## config.mk

```make
export PLATFORM = sky130hd
export DESIGN_NAME = sfc_top
export DESIGN_NICKNAME = d
export VERILOG_FILES = /design/src/rtl/sfc_pkg.sv /design/src/rtl/sfc_top.sv
export SDC_FILE = /design/constraint.sdc
export NUM_CORES = 1
export LEC_CHECK = 0
export BUFFER_PORTS_ARGS = -buffer_cell sky130_fd_sc_hd__buf_2
export CORE_MARGIN = 4
export CORE_UTILIZATION = 54
export DETAILED_ROUTE_END_ITERATION = 16
export PLACE_DENSITY_LB_ADDON = 0.2
export SLEW_MARGIN = 20
export SYNTH_ARGS = -nofsm -noshare
export SYNTH_HDL_FRONTEND = slang
export SYNTH_SLANG_ARGS = --single-unit
```

## constraint.sdc

```tcl
create_clock -name hclk -period 2.87 [get_ports hclk]
set_input_delay 0.4305 -clock hclk [delete_from_list [all_inputs] [get_ports hclk]]
set_output_delay 0.4305 -clock hclk [all_outputs]
set_load 0.01 [all_outputs]
```

## src/rtl/sfc_pkg.sv

```systemverilog
// Package with register map, field layouts and reset values of the SR-IOV capability block.
package sfc_pkg;
  localparam int unsigned NUM_VF_TOTAL = 6;
  localparam logic [7:0] VF_BASE_FN = 8'h40;
  localparam logic [7:0] VF_LAST_FN = 8'h45;
  localparam logic [7:0] PF0_FN = 8'h00;
  localparam logic [7:0] PF1_FN = 8'h01;
  localparam logic [7:0] PF1_OFFSET_BASE = 8'h3F;
  localparam int unsigned PAGE_SHIFT = 12;
  localparam logic [31:0] MIN_MEM_STD = 32'h0000_0080;
  localparam logic [31:0] MIN_MEM_LEGACY = 32'h0000_0010;
  localparam logic [15:0] VF_DEVICE_ID_RST = 16'h0000;
  // Register byte offsets.
  localparam logic [7:0] OFS_CTRL = 8'h00;
  localparam logic [7:0] OFS_INTR = 8'h04;
  localparam logic [7:0] OFS_VFCNT = 8'h08;
  localparam logic [7:0] OFS_OFFSET = 8'h0C;
  localparam logic [7:0] OFS_PF0_ID = 8'h10;
  localparam logic [7:0] OFS_PF1_ID = 8'h14;
  localparam logic [7:0] OFS_PAGE0 = 8'h18;
  localparam logic [7:0] OFS_PAGE1 = 8'h1C;
  localparam logic [7:0] OFS_BAR0 = 8'h20;
  localparam logic [7:0] OFS_BAR1 = 8'h24;
  localparam logic [7:0] OFS_MSIX = 8'h28;
  localparam logic [7:0] OFS_PM = 8'h2C;
  localparam logic [7:0] OFS_STATUS = 8'h30;
  localparam logic [7:0] OFS_DECODE = 8'h34;
  localparam logic [7:0] OFS_FNMAP = 8'h38;
  // Control register fields.
  localparam int unsigned CTRL_ROOT_PORT = 0;
  localparam int unsigned CTRL_LEGACY = 1;
  localparam int unsigned CTRL_SRIOV_EN = 2;
  localparam int unsigned CTRL_FLR_EN = 3;
  localparam int unsigned CTRL_PF1_EN = 4;
  localparam logic [31:0] CTRL_RST = 32'h0000_0004;
  localparam logic [31:0] PAGE_RST = 32'h0000_0553;
  // Per-BAR configuration byte: enable, io, is64, prefetch, size log2 in [7:4].
  localparam int unsigned BAR_EN = 0;
  localparam int unsigned BAR_IO = 1;
  localparam int unsigned BAR_64 = 2;
  localparam int unsigned BAR_PF = 3;
  localparam int unsigned NUM_BARS = 6;
  localparam logic [1:0] HTRANS_NONSEQ = 2'h2;
endpackage : sfc_pkg

```

## src/rtl/sfc_top.sv

```systemverilog
// SR-IOV function capability configuration block with an AHB-Lite register slave.
//
// The implementer's own choices: the register offsets and the AHB-Lite interface to the registers.
`timescale 1ns/1ps
// Operation
// - INTx messages only when enabled per function
// - Pin mapping none suppresses all legacy interrupts
// - MSI advertises vector count and optional masking
// - Six VFs at function numbers 64 to 69
// - VFs numbered consecutively, PF0 ones first
// - PF0 is function 0, PF1 function 1
// - First VF offset is first VF minus PF
// - PF0 offset is 64 when it owns VFs
// - PF1 offset is 63 plus PF0 VF count
// - Four-bit SR-IOV capability version per PF
// - Sixteen-bit VF device ID per PF
// - Page size bit n means 2^(n+12) bytes
// - SR-IOV capability absent in root port mode
// - 64-bit BAR consumes the following BAR
// - BAR claims only its own space type
// - IO BARs 32-bit, unprefetchable, legacy only
// - Non-legacy prefetchable BARs below BAR5 are 64-bit
// - Minimum memory range 128 or 16 bytes
// - MSI-X reports size, offset, lower BAR index
// - Wake only from supported wake states
// - Function reset only in endpoint, targeted only
module sfc_top (
  input wire logic hclk,
  input wire logic hresetn,
  input wire logic hsel,
  input wire logic [31:0] haddr,
  input wire logic [1:0] htrans,
  input wire logic hwrite,
  input wire logic [2:0] hsize,
  input wire logic [31:0] hwdata,
  input wire logic hready,
  output logic [31:0] hrdata,
  output logic hreadyout,
  output logic hresp,
  input wire logic [1:0] intx_request,
  output logic [1:0] intx_message,
  input wire logic [1:0] wake_event,
  input wire logic [3:0] pf0_power_state,
  input wire logic [3:0] pf1_power_state,
  output logic [1:0] power_wake_request,
  input wire logic [1:0] flr_request,
  output logic [1:0] flr_active,
  input wire logic decode_valid,
  input wire logic decode_is_io,
  input wire logic [2:0] decode_bar,
  input wire logic [31:0] decode_offset,
  output logic decode_hit,
  output logic config_error
);
  typedef struct packed {
    logic [31:0] ctrl;
    logic [31:0] intr;
    logic [31:0] vfcnt;
    logic [31:0] pf0_id;
    logic [31:0] pf1_id;
    logic [31:0] page0;
    logic [31:0] page1;
    logic [47:0] bars;
    logic [31:0] msix;
    logic [31:0] pm;
    logic [31:0] rdata;
    logic [7:0] addr;
    logic wr_pend;
    logic rd_pend;
    logic [1:0] intx;
    logic [1:0] wake;
    logic [1:0] flr;
    logic hit;
    logic err;
    logic sticky;
    logic [1:0] rq_sync0;
    logic [1:0] rq_sync1;
    logic [1:0] rq_sync2;
    logic [1:0] wk_sync0;
    logic [1:0] wk_sync1;
    logic [1:0] wk_sync2;
    logic [1:0] fl_sync0;
    logic [1:0] fl_sync1;
    logic [1:0] fl_sync2;
    logic [1:0] fl_stable;
    logic [1:0] rq_stable;
    logic [1:0] wk_stable;
  } sfc_state_s;

  sfc_state_s state_r;
  sfc_state_s state_nxt;

  // Legality of one BAR given the device variant and the previous BAR.
  function automatic logic sfc_bar_ok(input logic [7:0] cfg, input logic prev_64,
                                      input logic legacy, input int unsigned idx);
    logic ok;
    ok = 1'b1;
    if (cfg[sfc_pkg::BAR_EN]) begin
      if (prev_64) ok = 1'b0;
      if (cfg[sfc_pkg::BAR_IO] && (!legacy || cfg[sfc_pkg::BAR_64] || cfg[sfc_pkg::BAR_PF])) begin
        ok = 1'b0;
      end
      if (!cfg[sfc_pkg::BAR_IO] && !legacy && cfg[sfc_pkg::BAR_PF] && !cfg[sfc_pkg::BAR_64]
          && idx != sfc_pkg::NUM_BARS - 1) begin
        ok = 1'b0;
      end
      if (cfg[sfc_pkg::BAR_64] && idx == sfc_pkg::NUM_BARS - 1) ok = 1'b0;
      if (!legacy && cfg[7:4] < 4'h7) ok = 1'b0;
      if (cfg[7:4] < 4'h4) ok = 1'b0;
    end
    return ok;
  endfunction : sfc_bar_ok

  logic [2:0] pf0_vfs;
  logic [2:0] pf1_vfs;
  logic [3:0] vf_sum;
  logic [7:0] pf0_off;
  logic [7:0] pf1_off;
  localparam int NUM_BAR_BITS = 6;
  logic sriov_on;
  logic bars_ok;
  logic [NUM_BAR_BITS-1:0] bar_ok_vec;
  logic [31:0] fnmap;

  assign pf0_vfs = state_r.vfcnt[2:0];
  assign pf1_vfs = state_r.vfcnt[10:8];
  assign vf_sum = {1'b0, pf0_vfs} + {1'b0, pf1_vfs};
  assign sriov_on = state_r.ctrl[sfc_pkg::CTRL_SRIOV_EN]
                    && !state_r.ctrl[sfc_pkg::CTRL_ROOT_PORT];
  // First VF numbers minus own PF number; PF0 sits at function 0 and PF1 at function 1.
  assign pf0_off = (pf0_vfs != 3'h0) ? sfc_pkg::VF_BASE_FN - sfc_pkg::PF0_FN
                                     : 8'h00;
  assign pf1_off = (pf1_vfs != 3'h0) ? sfc_pkg::PF1_OFFSET_BASE + {5'h00, pf0_vfs}
                                     : 8'h00;
  // PF1 VFs start right after PF0 VFs in the shared 64..69 range.
  assign fnmap = {8'h00, sfc_pkg::VF_LAST_FN, sfc_pkg::VF_BASE_FN + {5'h00, pf0_vfs},
                  sfc_pkg::VF_BASE_FN};

  for (genvar g = 0; g < NUM_BAR_BITS; g++) begin : g_bar
    if (g == 0) begin : g_first
      assign bar_ok_vec[g] = sfc_bar_ok(state_r.bars[7:0], 1'b0,
                                        state_r.ctrl[sfc_pkg::CTRL_LEGACY], g);
    end else begin : g_rest
      assign bar_ok_vec[g] = sfc_bar_ok(state_r.bars[g*8 +: 8],
                                        state_r.bars[(g-1)*8 + sfc_pkg::BAR_64] &&
                                        state_r.bars[(g-1)*8 + sfc_pkg::BAR_EN],
                                        state_r.ctrl[sfc_pkg::CTRL_LEGACY], g);
    end
  end
  assign bars_ok = &bar_ok_vec;

  always_comb begin
    logic [7:0] bcfg;
    logic [35:0] span;
    logic [3:0] pstate;
    state_nxt = state_r;
    bcfg = state_r.bars[{decode_bar, 3'h0} +: 8];
    span = 36'h1 << bcfg[7:4];
    pstate = 4'h0;
    // Three-stage synchronisers on the pin inputs; first stage feeds only the second.
    state_nxt.rq_sync0 = intx_request;
    state_nxt.rq_sync1 = state_r.rq_sync0;
    state_nxt.rq_sync2 = state_r.rq_sync1;
    state_nxt.wk_sync0 = wake_event;
    state_nxt.wk_sync1 = state_r.wk_sync0;
    state_nxt.wk_sync2 = state_r.wk_sync1;
    state_nxt.fl_sync0 = flr_request;
    state_nxt.fl_sync1 = state_r.fl_sync0;
    state_nxt.fl_sync2 = state_r.fl_sync1;
    for (int i = 0; i < 2; i++) begin
      if (state_r.rq_sync1[i] == state_r.rq_sync2[i]) state_nxt.rq_stable[i] = state_r.rq_sync2[i];
      if (state_r.wk_sync1[i] == state_r.wk_sync2[i]) state_nxt.wk_stable[i] = state_r.wk_sync2[i];
      if (state_r.fl_sync1[i] == state_r.fl_sync2[i]) state_nxt.fl_stable[i] = state_r.fl_sync2[i];
    end
    // Legacy interrupt: enable bit [0], pin mapping [2:1] where zero means none.
    for (int i = 0; i < 2; i++) begin
      state_nxt.intx[i] = state_r.rq_stable[i] && state_r.intr[i*8]
                          && (state_r.intr[i*8+1 +: 2] != 2'h0);
      pstate = (i == 0) ? pf0_power_state : pf1_power_state;
      state_nxt.wake[i] = state_r.wk_stable[i]
                          && ((state_r.pm[i*8 +: 4] & pstate) != 4'h0);
      state_nxt.flr[i] = state_r.fl_stable[i] && state_r.ctrl[sfc_pkg::CTRL_FLR_EN]
                         && !state_r.ctrl[sfc_pkg::CTRL_ROOT_PORT];
    end
    if (!state_r.ctrl[sfc_pkg::CTRL_PF1_EN]) begin
      state_nxt.intx[1] = 1'b0;
      state_nxt.wake[1] = 1'b0;
      state_nxt.flr[1] = 1'b0;
    end
    // BAR claim: type must match and offset inside the aperture.
    state_nxt.hit = decode_valid && bcfg[sfc_pkg::BAR_EN] && bar_ok_vec[decode_bar]
                    && (bcfg[sfc_pkg::BAR_IO] == decode_is_io)
                    && ({4'h0, decode_offset} < span) && (decode_bar < 3'h6);
    state_nxt.err = (vf_sum > 4'(sfc_pkg::NUM_VF_TOTAL)) || !bars_ok;
    if (state_nxt.err) state_nxt.sticky = 1'b1;
    // AHB-Lite data phase of a write.
    if (state_r.wr_pend) begin
      unique case (state_r.addr)
        sfc_pkg::OFS_CTRL: state_nxt.ctrl = hwdata;
        sfc_pkg::OFS_INTR: state_nxt.intr = hwdata;
        sfc_pkg::OFS_VFCNT: state_nxt.vfcnt = hwdata & 32'h0000_0707;
        sfc_pkg::OFS_PF0_ID: state_nxt.pf0_id = hwdata;
        sfc_pkg::OFS_PF1_ID: state_nxt.pf1_id = hwdata;
        sfc_pkg::OFS_PAGE0: state_nxt.page0 = hwdata;
        sfc_pkg::OFS_PAGE1: state_nxt.page1 = hwdata;
        sfc_pkg::OFS_BAR0: state_nxt.bars[31:0] = hwdata;
        sfc_pkg::OFS_BAR1: state_nxt.bars[47:32] = hwdata[15:0];
        sfc_pkg::OFS_MSIX: state_nxt.msix = hwdata;
        sfc_pkg::OFS_PM: state_nxt.pm = hwdata;
        // Writing one clears the sticky error, but a fresh error wins.
        sfc_pkg::OFS_STATUS: state_nxt.sticky = state_nxt.err | (state_r.sticky & ~hwdata[0]);
        default: ;
      endcase
    end
    state_nxt.wr_pend = 1'b0;
    state_nxt.rd_pend = 1'b0;
    if (hsel && hready && htrans == sfc_pkg::HTRANS_NONSEQ) begin
      state_nxt.addr = {haddr[7:2], 2'h0};
      state_nxt.wr_pend = hwrite;
      state_nxt.rd_pend = !hwrite;
    end
    if (state_nxt.rd_pend) begin
      unique case (state_nxt.addr)
        sfc_pkg::OFS_CTRL: state_nxt.rdata = state_r.ctrl;
        sfc_pkg::OFS_INTR: state_nxt.rdata = state_r.intr;
        sfc_pkg::OFS_VFCNT: state_nxt.rdata = state_r.vfcnt;
        sfc_pkg::OFS_OFFSET: begin
          state_nxt.rdata = sriov_on ? {16'h0000, pf1_off, pf0_off} : 32'h0;
        end
        sfc_pkg::OFS_PF0_ID: state_nxt.rdata = sriov_on ? state_r.pf0_id : 32'h0;
        sfc_pkg::OFS_PF1_ID: state_nxt.rdata = sriov_on ? state_r.pf1_id : 32'h0;
        sfc_pkg::OFS_PAGE0: state_nxt.rdata = sriov_on ? state_r.page0 : 32'h0;
        sfc_pkg::OFS_PAGE1: state_nxt.rdata = sriov_on ? state_r.page1 : 32'h0;
        sfc_pkg::OFS_BAR0: state_nxt.rdata = state_r.bars[31:0];
        sfc_pkg::OFS_BAR1: state_nxt.rdata = {16'h0000, state_r.bars[47:32]};
        sfc_pkg::OFS_MSIX: state_nxt.rdata = state_r.msix;
        sfc_pkg::OFS_PM: state_nxt.rdata = state_r.pm;
        sfc_pkg::OFS_STATUS: state_nxt.rdata = {18'h0_0000, bar_ok_vec, 2'h0, vf_sum,
                                                state_r.err, state_r.sticky};
        sfc_pkg::OFS_DECODE: state_nxt.rdata = {26'h0, bar_ok_vec};
        sfc_pkg::OFS_FNMAP: state_nxt.rdata = fnmap;
        default: state_nxt.rdata = 32'h0;
      endcase
    end
  end

  always_ff @(posedge hclk or negedge hresetn) begin
    if (!hresetn) begin
      state_r <= '0;
      state_r.ctrl <= sfc_pkg::CTRL_RST;
      state_r.page0 <= sfc_pkg::PAGE_RST;
      state_r.page1 <= sfc_pkg::PAGE_RST;
    end else begin
      state_r <= state_nxt;
    end
  end

  assign hrdata = state_r.rdata;
  assign hreadyout = 1'b1;
  assign hresp = 1'b0;
  assign intx_message = state_r.intx;
  assign power_wake_request = state_r.wake;
  assign flr_active = state_r.flr;
  assign decode_hit = state_r.hit;
  assign config_error = state_r.err;

  property p_intx_gate;
    @(posedge hclk) disable iff (!hresetn)
      intx_message[0] |-> $past(state_r.intr[0]) && $past(state_r.intr[2:1]) != 2'h0;
  endproperty
  a_intx_gate: assert property (p_intx_gate) else $error("INTx without enable");
  property p_pin_none;
    @(posedge hclk) disable iff (!hresetn)
      (state_r.intr[10:9] == 2'h0) [*2] |-> !intx_message[1];
  endproperty
  a_pin_none: assert property (p_pin_none) else $error("INTx with pin none");
  property p_pf0_off;
    @(posedge hclk) disable iff (!hresetn) (pf0_vfs != 3'h0) |-> pf0_off == 8'h40;
  endproperty
  a_pf0_off: assert property (p_pf0_off) else $error("PF0 offset wrong");
  property p_pf1_off;
    @(posedge hclk) disable iff (!hresetn)
      (pf1_vfs != 3'h0) |-> pf1_off == 8'h3F + {5'h00, pf0_vfs};
  endproperty
  a_pf1_off: assert property (p_pf1_off) else $error("PF1 offset wrong");
  property p_root_hide;
    @(posedge hclk) disable iff (!hresetn)
      state_r.ctrl[0] |-> !sriov_on;
  endproperty
  a_root_hide: assert property (p_root_hide) else $error("SR-IOV in root port");
  property p_hit_type;
    @(posedge hclk) disable iff (!hresetn)
      decode_hit |-> $past(decode_is_io) == $past(state_r.bars[{decode_bar, 3'h0} + 1]);
  endproperty
  a_hit_type: assert property (p_hit_type) else $error("BAR claimed wrong space");
  property p_wake;
    @(posedge hclk) disable iff (!hresetn)
      power_wake_request[0] |-> ($past(state_r.pm[3:0]) & $past(pf0_power_state)) != 4'h0;
  endproperty
  a_wake: assert property (p_wake) else $error("Wake from unsupported state");
  property p_flr;
    @(posedge hclk) disable iff (!hresetn)
      $past(state_r.ctrl[0]) |-> flr_active == 2'h0;
  endproperty
  a_flr: assert property (p_flr) else $error("Function reset in root port");
  property p_vf_sum;
    @(posedge hclk) disable iff (!hresetn)
      (vf_sum > 4'h6) |=> config_error;
  endproperty
  a_vf_sum: assert property (p_vf_sum) else $error("VF overflow not flagged");
  property p_sticky;
    @(posedge hclk) disable iff (!hresetn)
      config_error |-> state_r.sticky;
  endproperty
  a_sticky: assert property (p_sticky) else $error("Error not held sticky");
  property p_vf_order;
    @(posedge hclk) disable iff (!hresetn)
      (pf1_vfs != 3'h0) && (vf_sum <= 4'h6)
      |-> fnmap[15:8] + {5'h00, pf1_vfs} - 8'h01 <= fnmap[23:16];
  endproperty
  a_vf_order: assert property (p_vf_order) else $error("PF1 VFs leave the range");
  property p_flr_off;
    @(posedge hclk) disable iff (!hresetn)
      !state_r.ctrl[sfc_pkg::CTRL_FLR_EN] |=> flr_active == 2'h0;
  endproperty
  a_flr_off: assert property (p_flr_off) else $error("Function reset while off");
  property p_hit_bar;
    @(posedge hclk) disable iff (!hresetn)
      decode_hit |-> $past(decode_valid) && ($past(decode_bar) < 3'h6);
  endproperty
  a_hit_bar: assert property (p_hit_bar) else $error("Claim without valid BAR");
  property p_root_read;
    @(posedge hclk) disable iff (!hresetn)
      state_r.rd_pend && (state_r.addr == sfc_pkg::OFS_OFFSET)
      && $past(state_r.ctrl[sfc_pkg::CTRL_ROOT_PORT]) |-> hrdata == 32'h0;
  endproperty
  a_root_read: assert property (p_root_read) else $error("Offset seen in root port");
  property p_wake1;
    @(posedge hclk) disable iff (!hresetn)
      power_wake_request[1] |-> ($past(state_r.pm[11:8]) & $past(pf1_power_state)) != 4'h0;
  endproperty
  a_wake1: assert property (p_wake1) else $error("PF1 wake from unsupported state");
  property p_intx1;
    @(posedge hclk) disable iff (!hresetn)
      intx_message[1] |-> $past(state_r.intr[8]) && $past(state_r.ctrl[sfc_pkg::CTRL_PF1_EN]);
  endproperty
  a_intx1: assert property (p_intx1) else $error("PF1 INTx without enable");
endmodule : sfc_top

```

==> impl_metrics.json, run 1 <==
{
  "grt_remaining_overflow": 0,
  "die_x_um": 191,
  "placed_area_um2": 19700,
  "cp.arrival_ps": 3450,
  "die-area_um2": 36400,
  "critPathTopFamily": "compound AO/OA/AOI/OAI gates",
  "portBuffers": 135,
  "cp_max_fo": 3,
  "worst_slew_pin_slew_ps": 850,
  "synth_top_cell_by_area": "dfrtp_1",
  "cp.required_ps": 3330,
  "clock_skew_ps": 28.2,
  "cp-start-kind": "flop",
  "hold_slack_ps": 148,
  "min_period_ps": 2990,
  "max-slew-margin-rel": 0.427,
  "drive_gt1_frac": 0.424,
  "reg2reg_from": "state_r[143]$_DFFE_PN0P_",
  "synth_top_area_share": 0.515,
  "grt_pass1_wl_mm": 81.1,
  "root_buffer": "clkbuf_16",
  "wl_per_cell_um": 25.3,
  "htree_levels": 2,
  "die_h_um": 191,
  "ant_nets": 0,
  "final.period_utilization": 1.04,
  "synth_area_um2": 18000,
  "cts_max_path_buffers": 3,
  "fill_cells": 2531,
  "gp_congestion": 0.938,
  "final_cell_mix": "371 x dfrtp_1, 315 x mux2_2, 134 x buf_2",
  "synth_cells": 1445,
  "finalWirelength_mm": 52.7,
  "cp_slowest_cell": "mux4_2",
  "synth_flop_cell": "dfrtp_1",
  "synth_seq_area_share": 0.534,
  "rsz0062_at_grt": "true",
  "syn2layout_area_growth_pct": 18.0,
  "p_leak_nw": 9.28,
  "drc": 0,
  "layout.nets": 1756,
  "vias": 13200,
  "drt-initial-drc-count": 1421,
  "synth_nets": 1592,
  "row_count": 66,
  "cellPowerDensity_nw_per_um2": 620,
  "status": "complete, but fails checks",
  "vias_per_cell": 6.34,
  "fin_ws_ps": -121,
  "cts_tree": "built",
  "final-hold-violation-count": 0,
  "multi_input_area_um2": 7840,
  "async_flop_share": 1.00,
  "setup_viol": 1,
  "violations": "setup timing",
  "ys_ff_latch": 384,
  "cp_cell_sequence": "mux4_2 -> mux2i_4 -> buf_6 -> and2_4 -> nand2_1 -> ha_1 -> a21o_1 -> a21o_1 -> a21oi_2 -> nor2_1 -> a211oi_2 -> o2111ai_2 -> nor4b_2",
  "clk_latency_ps": 560,
  "track_usage": 0.291,
  "path_common_cell": "a21o_1",
  "ios": 167,
  "hold_start": "haddr[4]",
  "path_buf_inv": 1,
  "yosys_warnings": 0,
  "irDropWorstVdd_mv": 0.503,
  "cts_inserted_buffers": 41,
  "clock.fmax_ghz": 0.334,
  "drv_cap": 0,
  "grt_pass1_vias": 13401,
  "synth_edf_count": 0,
  "start_util": 0.551,
  "cp-startpoint": "state_r[143]$_DFFE_PN0P_",
  "syn-mean-instance-area_um2": 12.5,
  "clock_sinks": 384,
  "end_kind": "flop",
  "stdcell_area_um2": 21300,
  "antenna_found_initial": 2,
  "synthTopCellsByArea": "dfrtp_1 51%, mux2_2 20%, a22oi_1 3.0%",
  "cpPeakStageDelay_ps": 500,
  "slew_viol_final": 0,
  "grt_max_degree": 91,
  "core_um2": 32700,
  "ff_latch_area_um2": 9630,
  "yosysUniqueCellTypes": 67,
  "dp_hpwl_mm": 35.6,
  "hold_class": "input pin to flop",
  "layout_commonest_cell": "dfrtp_1",
  "worstSetupPathType": "flop to flop",
  "cts.clk_slew.worst_paths_ps": 60,
  "firstDrtPassIters": 6
}
==> worst register-to-register path, cell delays in order (launching register included) <==
cell,delay (ps)
dfrtp_1,400
mux4_2,500
mux2i_4,230
buf_6,160
and2_4,150
nand2_1,50
ha_1,180
a21o_1,180
a21o_1,190
a21oi_2,130
nor2_1,60
a211oi_2,220
o2111ai_2,160
nor4b_2,290
==> repair_timing <==
action | CTS | global route
pin swaps | 7 | 5
setup endpoints to repair | 1 | 3
endpoints found under the hold margin | 77 | 0
cloned | 0 | 0
hold buffers | 7 | 0
gates resized for setup | 12 | 11
setup buffers | 3 | 1
==> per-stage QoR <==
stage,power (mW),std cells,util,setup TNS [ps],worst slack (ps)
3_3_place_gp,8.00,1997,0.604,-387,-382
3_5_place_dp,8.05,1997,0.604,-479,-473
2_1_floorplan,7.18,1445,-,-46.0,-46.0
4_1_cts,13.2,2080,0.649,-149,-149
6_report,13.2,2083,0.651,-121,-121
5_1_grt,13.7,2083,0.651,-237,-237
==> routing by layer <==
| layer | up-vias | track usage | wire, um |
|---|---|---|---|
| li1 | 5707 | - | - |
| met1 | 6865 | 0.414 | 22800 |
| met2 | 546 | 0.457 | 24500 |
| met3 | 82 | 0.0560 | 4040 |
| met4 | 0 | 0.0892 | 1350 |
| met5 | - | 0 | 0 |
==> worst paths after layout <==
check | to | slack [ps] | depth (start not counted)
worst max-delay path | decode_hit$_DFF_PN0_ | -120 | 13
worst min-delay path | state_r[39]$_DFF_PN0_ | 150 | 3
worst max register to register | decode_hit$_DFF_PN0_ | -120 | 13
worst min register to register | state_nxt[19]$_DFF_PN0_ | 340 | 0
max in group asynchronous | state_r[193]$_DFFE_PN1P_ | 1540 | 3
min in group asynchronous | state_r[6]$_DFF_PN0_ | 500 | 2
==> synthesized netlist by cell type (all sizes together) (3+ instances only) <==
master,instances
nand2,103
a22oi,73
mux4,5
a222oi,35
nor4b,6
nor3,7
a31oi,13
ha,21
nor4,10
a221oi,17
a21o,12
nor2,22
o211ai,4
nor2b,13
nand3,32
dfrtp,371
a221o,8
o21ai,52
mux2,317
a32oi,4
a22o,7
mux2i,20
a211o,6
a21oi,51
a211oi,4
a2bb2oi,4
o31ai,4
maj3,6
buf,92
o31a,3
clkbuf,47
nand4,5
inv,17
dfstp,13
and2,8
nand2b,3
==> where the power goes <==
group          switching, mW  internal, mW  leakage [nW]
clock network           2.17          3.00         0.645
logic                   1.07         0.877          4.09
registers              0.292          5.80          4.55
==> logic make-up (layout without fill, tap and decap cells) <==
family,count (synthesis),count (layout),share of synthesized area
flops,384,384,0.534
mux,342,342,0.216
compound gates,304,304,0.121
simple gates,227,227,0.0648
buf+inv,156,350,0.0440
fa+ha+maj,28,28,0.0190
other cells,2,4,0.000417
xor+xnor,2,2,0.000972
==> cell type report <==
| cell class | instances | area share |
|---|---|---|
| Clock inverter | 12 | 0.00547 |
| Clock buffer | 61 | 0.0565 |
| Sequential cell | 384 | 0.452 |
| Inverter | 17 | 0.00300 |
| Tap cell | 442 | 0.0260 |
| Antenna cell | 2 | 0.000235 |
| Timing Repair Buffer | 260 | 0.0881 |
| Multi-Input combinational cell | 905 | 0.368 |
==> flip-flops by register name, indices dropped and copies added, names as in the netlist <==
name                cells
config_error            1
state_r               326
hrdata                 32
pf1_vfs                 3
power_wake_request      2
intx_message            2
state_nxt              12
flr_active              2
decode_hit              1
pf0_vfs                 3
(Power assumes the default switching activity.)
==> run 2, diff against run 1 <==
CORE_UTILIZATION = 40   (was 54)
==> run 2 against run 1 <==
- the flow still finishes with violations (setup timing)
- die area rose by 33%
- register-to-register slack worse by 20 ps
- flip-flop and latch count unchanged
- clock skew fell by 6.8 ps
- via count is 1.8% lower
- global-route usage fell by 6.0 points
- critical path type unchanged
==> impl_metrics.json, run 2 (synthesis results as in run 1) <==
{
  "cp.required_ps": 3300,
  "rsz0062_at_grt": "true",
  "start_util": 0.406,
  "swShare": 0.266,
  "slew_viol_final": 0,
  "cp-start-kind": "flop",
  "combinationalPowerShare": 0.144,
  "cp_max_fo": 4,
  "grt_max_degree": 77,
  "vias": 12968,
  "row_count": 77,
  "firstDrtPassIters": 6,
  "grt_pass1_wl_mm": 84.8,
  "hold_slack_ps": 117,
  "drive_gt1_frac": 0.427,
  "violations": "setup timing",
  "p_switching_mw": 3.64,
  "end_kind": "flop",
  "reg2reg_from": "state_r[167]$_DFFE_PN0P_",
  "setup_viol": 1,
  "htree_levels": 2,
  "dp_hpwl_mm": 37.9,
  "final-hold-violation-count": 0,
  "grt_remaining_overflow": 0,
  "layout_commonest_cell": "dfrtp_1",
  "portBuffers": 135,
  "clock.fmax_ghz": 0.332,
  "final.period_utilization": 1.05,
  "largest-register": "state_r",
  "clock_skew_ps": 21.4,
  "seq_power_share": 0.444,
  "layout.nets": 1763,
  "clk_latency_ps": 570,
  "vias_per_cell": 5.79,
  "total_power_mw": 13.7,
  "clock_sinks": 384,
  "hold_class": "input pin to flop",
  "die-area_um2": 48500,
  "ant_nets": 0,
  "drc": 0,
  "root_buffer": "clkbuf_16",
  "reg2reg_slack_ps": -150,
  "regToRegEndpoint": "decode_hit$_DFF_PN0_",
  "whs_path_depth": 2,
  "min_period_ps": 3020,
  "fin_ws_ps": -146,
  "p_leak_nw": 9.34,
  "syn2layout_area_growth_pct": 19.9,
  "antenna_found_initial": 5,
  "worstSetupPathType": "flop to flop",
  "die_x_um": 220,
  "hold_start": "hwrite",
  "irDropWorstVdd_mv": 0.386,
  "core_um2": 44400,
  "cts.clk_slew.worst_paths_ps": 60,
  "whs_endpoint": "state_r[34]$_DFF_PN0_",
  "grt_pass1_vias": 13326,
  "largest_reg_flops": 326,
  "gp_congestion": 0.873,
  "track_usage": 0.231,
  "fill_cells": 4017,
  "cp.arrival_ps": 3440,
  "r2r_cells": 12,
  "finalWirelength_mm": 56.0,
  "worst_slew_pin_slew_ps": 935,
  "final_cell_mix": "371 x dfrtp_1, 315 x mux2_2, 134 x buf_2",
  "cts_max_path_buffers": 3,
  "cts_inserted_buffers": 43,
  "status": "complete, but fails checks",
  "die_h_um": 220,
  "max-slew-margin-rel": 0.375,
  "wl_per_cell_um": 25.0,
  "p_int_mw": 10.1,
  "cts_tree": "built",
  "preCtsSetupSlack_ps": -512,
  "ios": 167,
  "drv_cap": 0,
  "clkPwrFrac": 0.412,
  "cellPowerDensity_nw_per_um2": 633,
  "drt-initial-drc-count": 1237
}
==> run 2: changes by cell type in the layout (fill, tap and decap cells not counted), sizes merged <==
| cell | before | now |
|---|---|---|
| clkinvlp | 2 | 1 |
| diode | 2 | 1 |
| clkbuf | 61 | 56 |
| bufinv | 1 | 5 |
| clkinv | 8 | 13 |
| buf | 253 | 258 |
==> run 2: power by group through the flow <==
stage / Clock, mW / Combinational, mW / Sequential [mW]
finish: 5.64 / 1.97 / 6.08
CTS: 5.77 / 1.95 / 6.08
floorplan: 0 / 1.12 / 6.07
global route: 5.99 / 2.14 / 6.12
detailed placement: 0 / 1.93 / 6.17
global placement: 0 / 1.91 / 6.16
==> run 2: stage by stage <==
stage               cells  TNS [ps]  area [um^2]   util
detailed placement   2153      -561        20000  0.450
finish               2240      -146        21600  0.487
CTS                  2238      -227        21500  0.485
global placement     2153      -397        20000  0.450
floorplan            1445     -46.0        18100      -
global route         2239      -289        21600  0.487
==> run 2: worst max path at each step <==
stage	from	to	slack (ps)	cells after the start
global placement	decode_bar[1]	decode_hit$_DFF_PN0_	-400	15
global route	state_r[167]$_DFFE_PN0P_	decode_hit$_DFF_PN0_	-290	12
floorplan	decode_bar[1]	decode_hit$_DFF_PN0_	-50	13
CTS	state_r[167]$_DFFE_PN0P_	decode_hit$_DFF_PN0_	-230	12
finish	state_r[167]$_DFFE_PN0P_	decode_hit$_DFF_PN0_	-150	12
detailed placement	decode_bar[1]	decode_hit$_DFF_PN0_	-510	15
==> run 2: final cells by class <==
type | instances | area, um^2 | area share
Sequential cell | 384 | 9630 | 0.445
Multi-Input combinational cell | 905 | 7860 | 0.364
Timing Repair Buffer | 265 | 1900 | 0.0876
Clock buffer | 56 | 1190 | 0.0548
Tap cell | 592 | 741 | 0.0342
Clock inverter | 20 | 250 | 0.0116
Inverter | 17 | 63.8 | 0.00295
Antenna cell | 1 | 2.50 | 0.000116
==> run 2: critical path, stage by stage (launching register included) <==
cell,delay (ps)
dfrtp_1,390
mux4_2,500
mux2i_4,290
nor2b_4,230
buf_4,120
nand2_1,90
ha_4,300
nand3_2,110
nor4_4,300
nand4_1,140
a31o_2,250
o2111ai_2,70
nor4b_2,80
==> run 2: repair_timing <==
item / CTS / global route
endpoints found under the setup margin: 1 / 3
gates resized for setup: 9 / 12
hold buffers: 7 / 0
setup buffers: 2 / 1
pin swaps: 7 / 9
endpoints found under the hold margin: 69 / 0
==> run 2: layer usage <==
metal / GRT usage / vias up / wire length (um)
met3: 0.0441 / 87 / 3780
li1: - / 5712 / -
met1: 0.329 / 6741 / 25100
met2: 0.365 / 424 / 25800
met5: 0 / - / 23
met4: 0.0595 / 4 / 1250
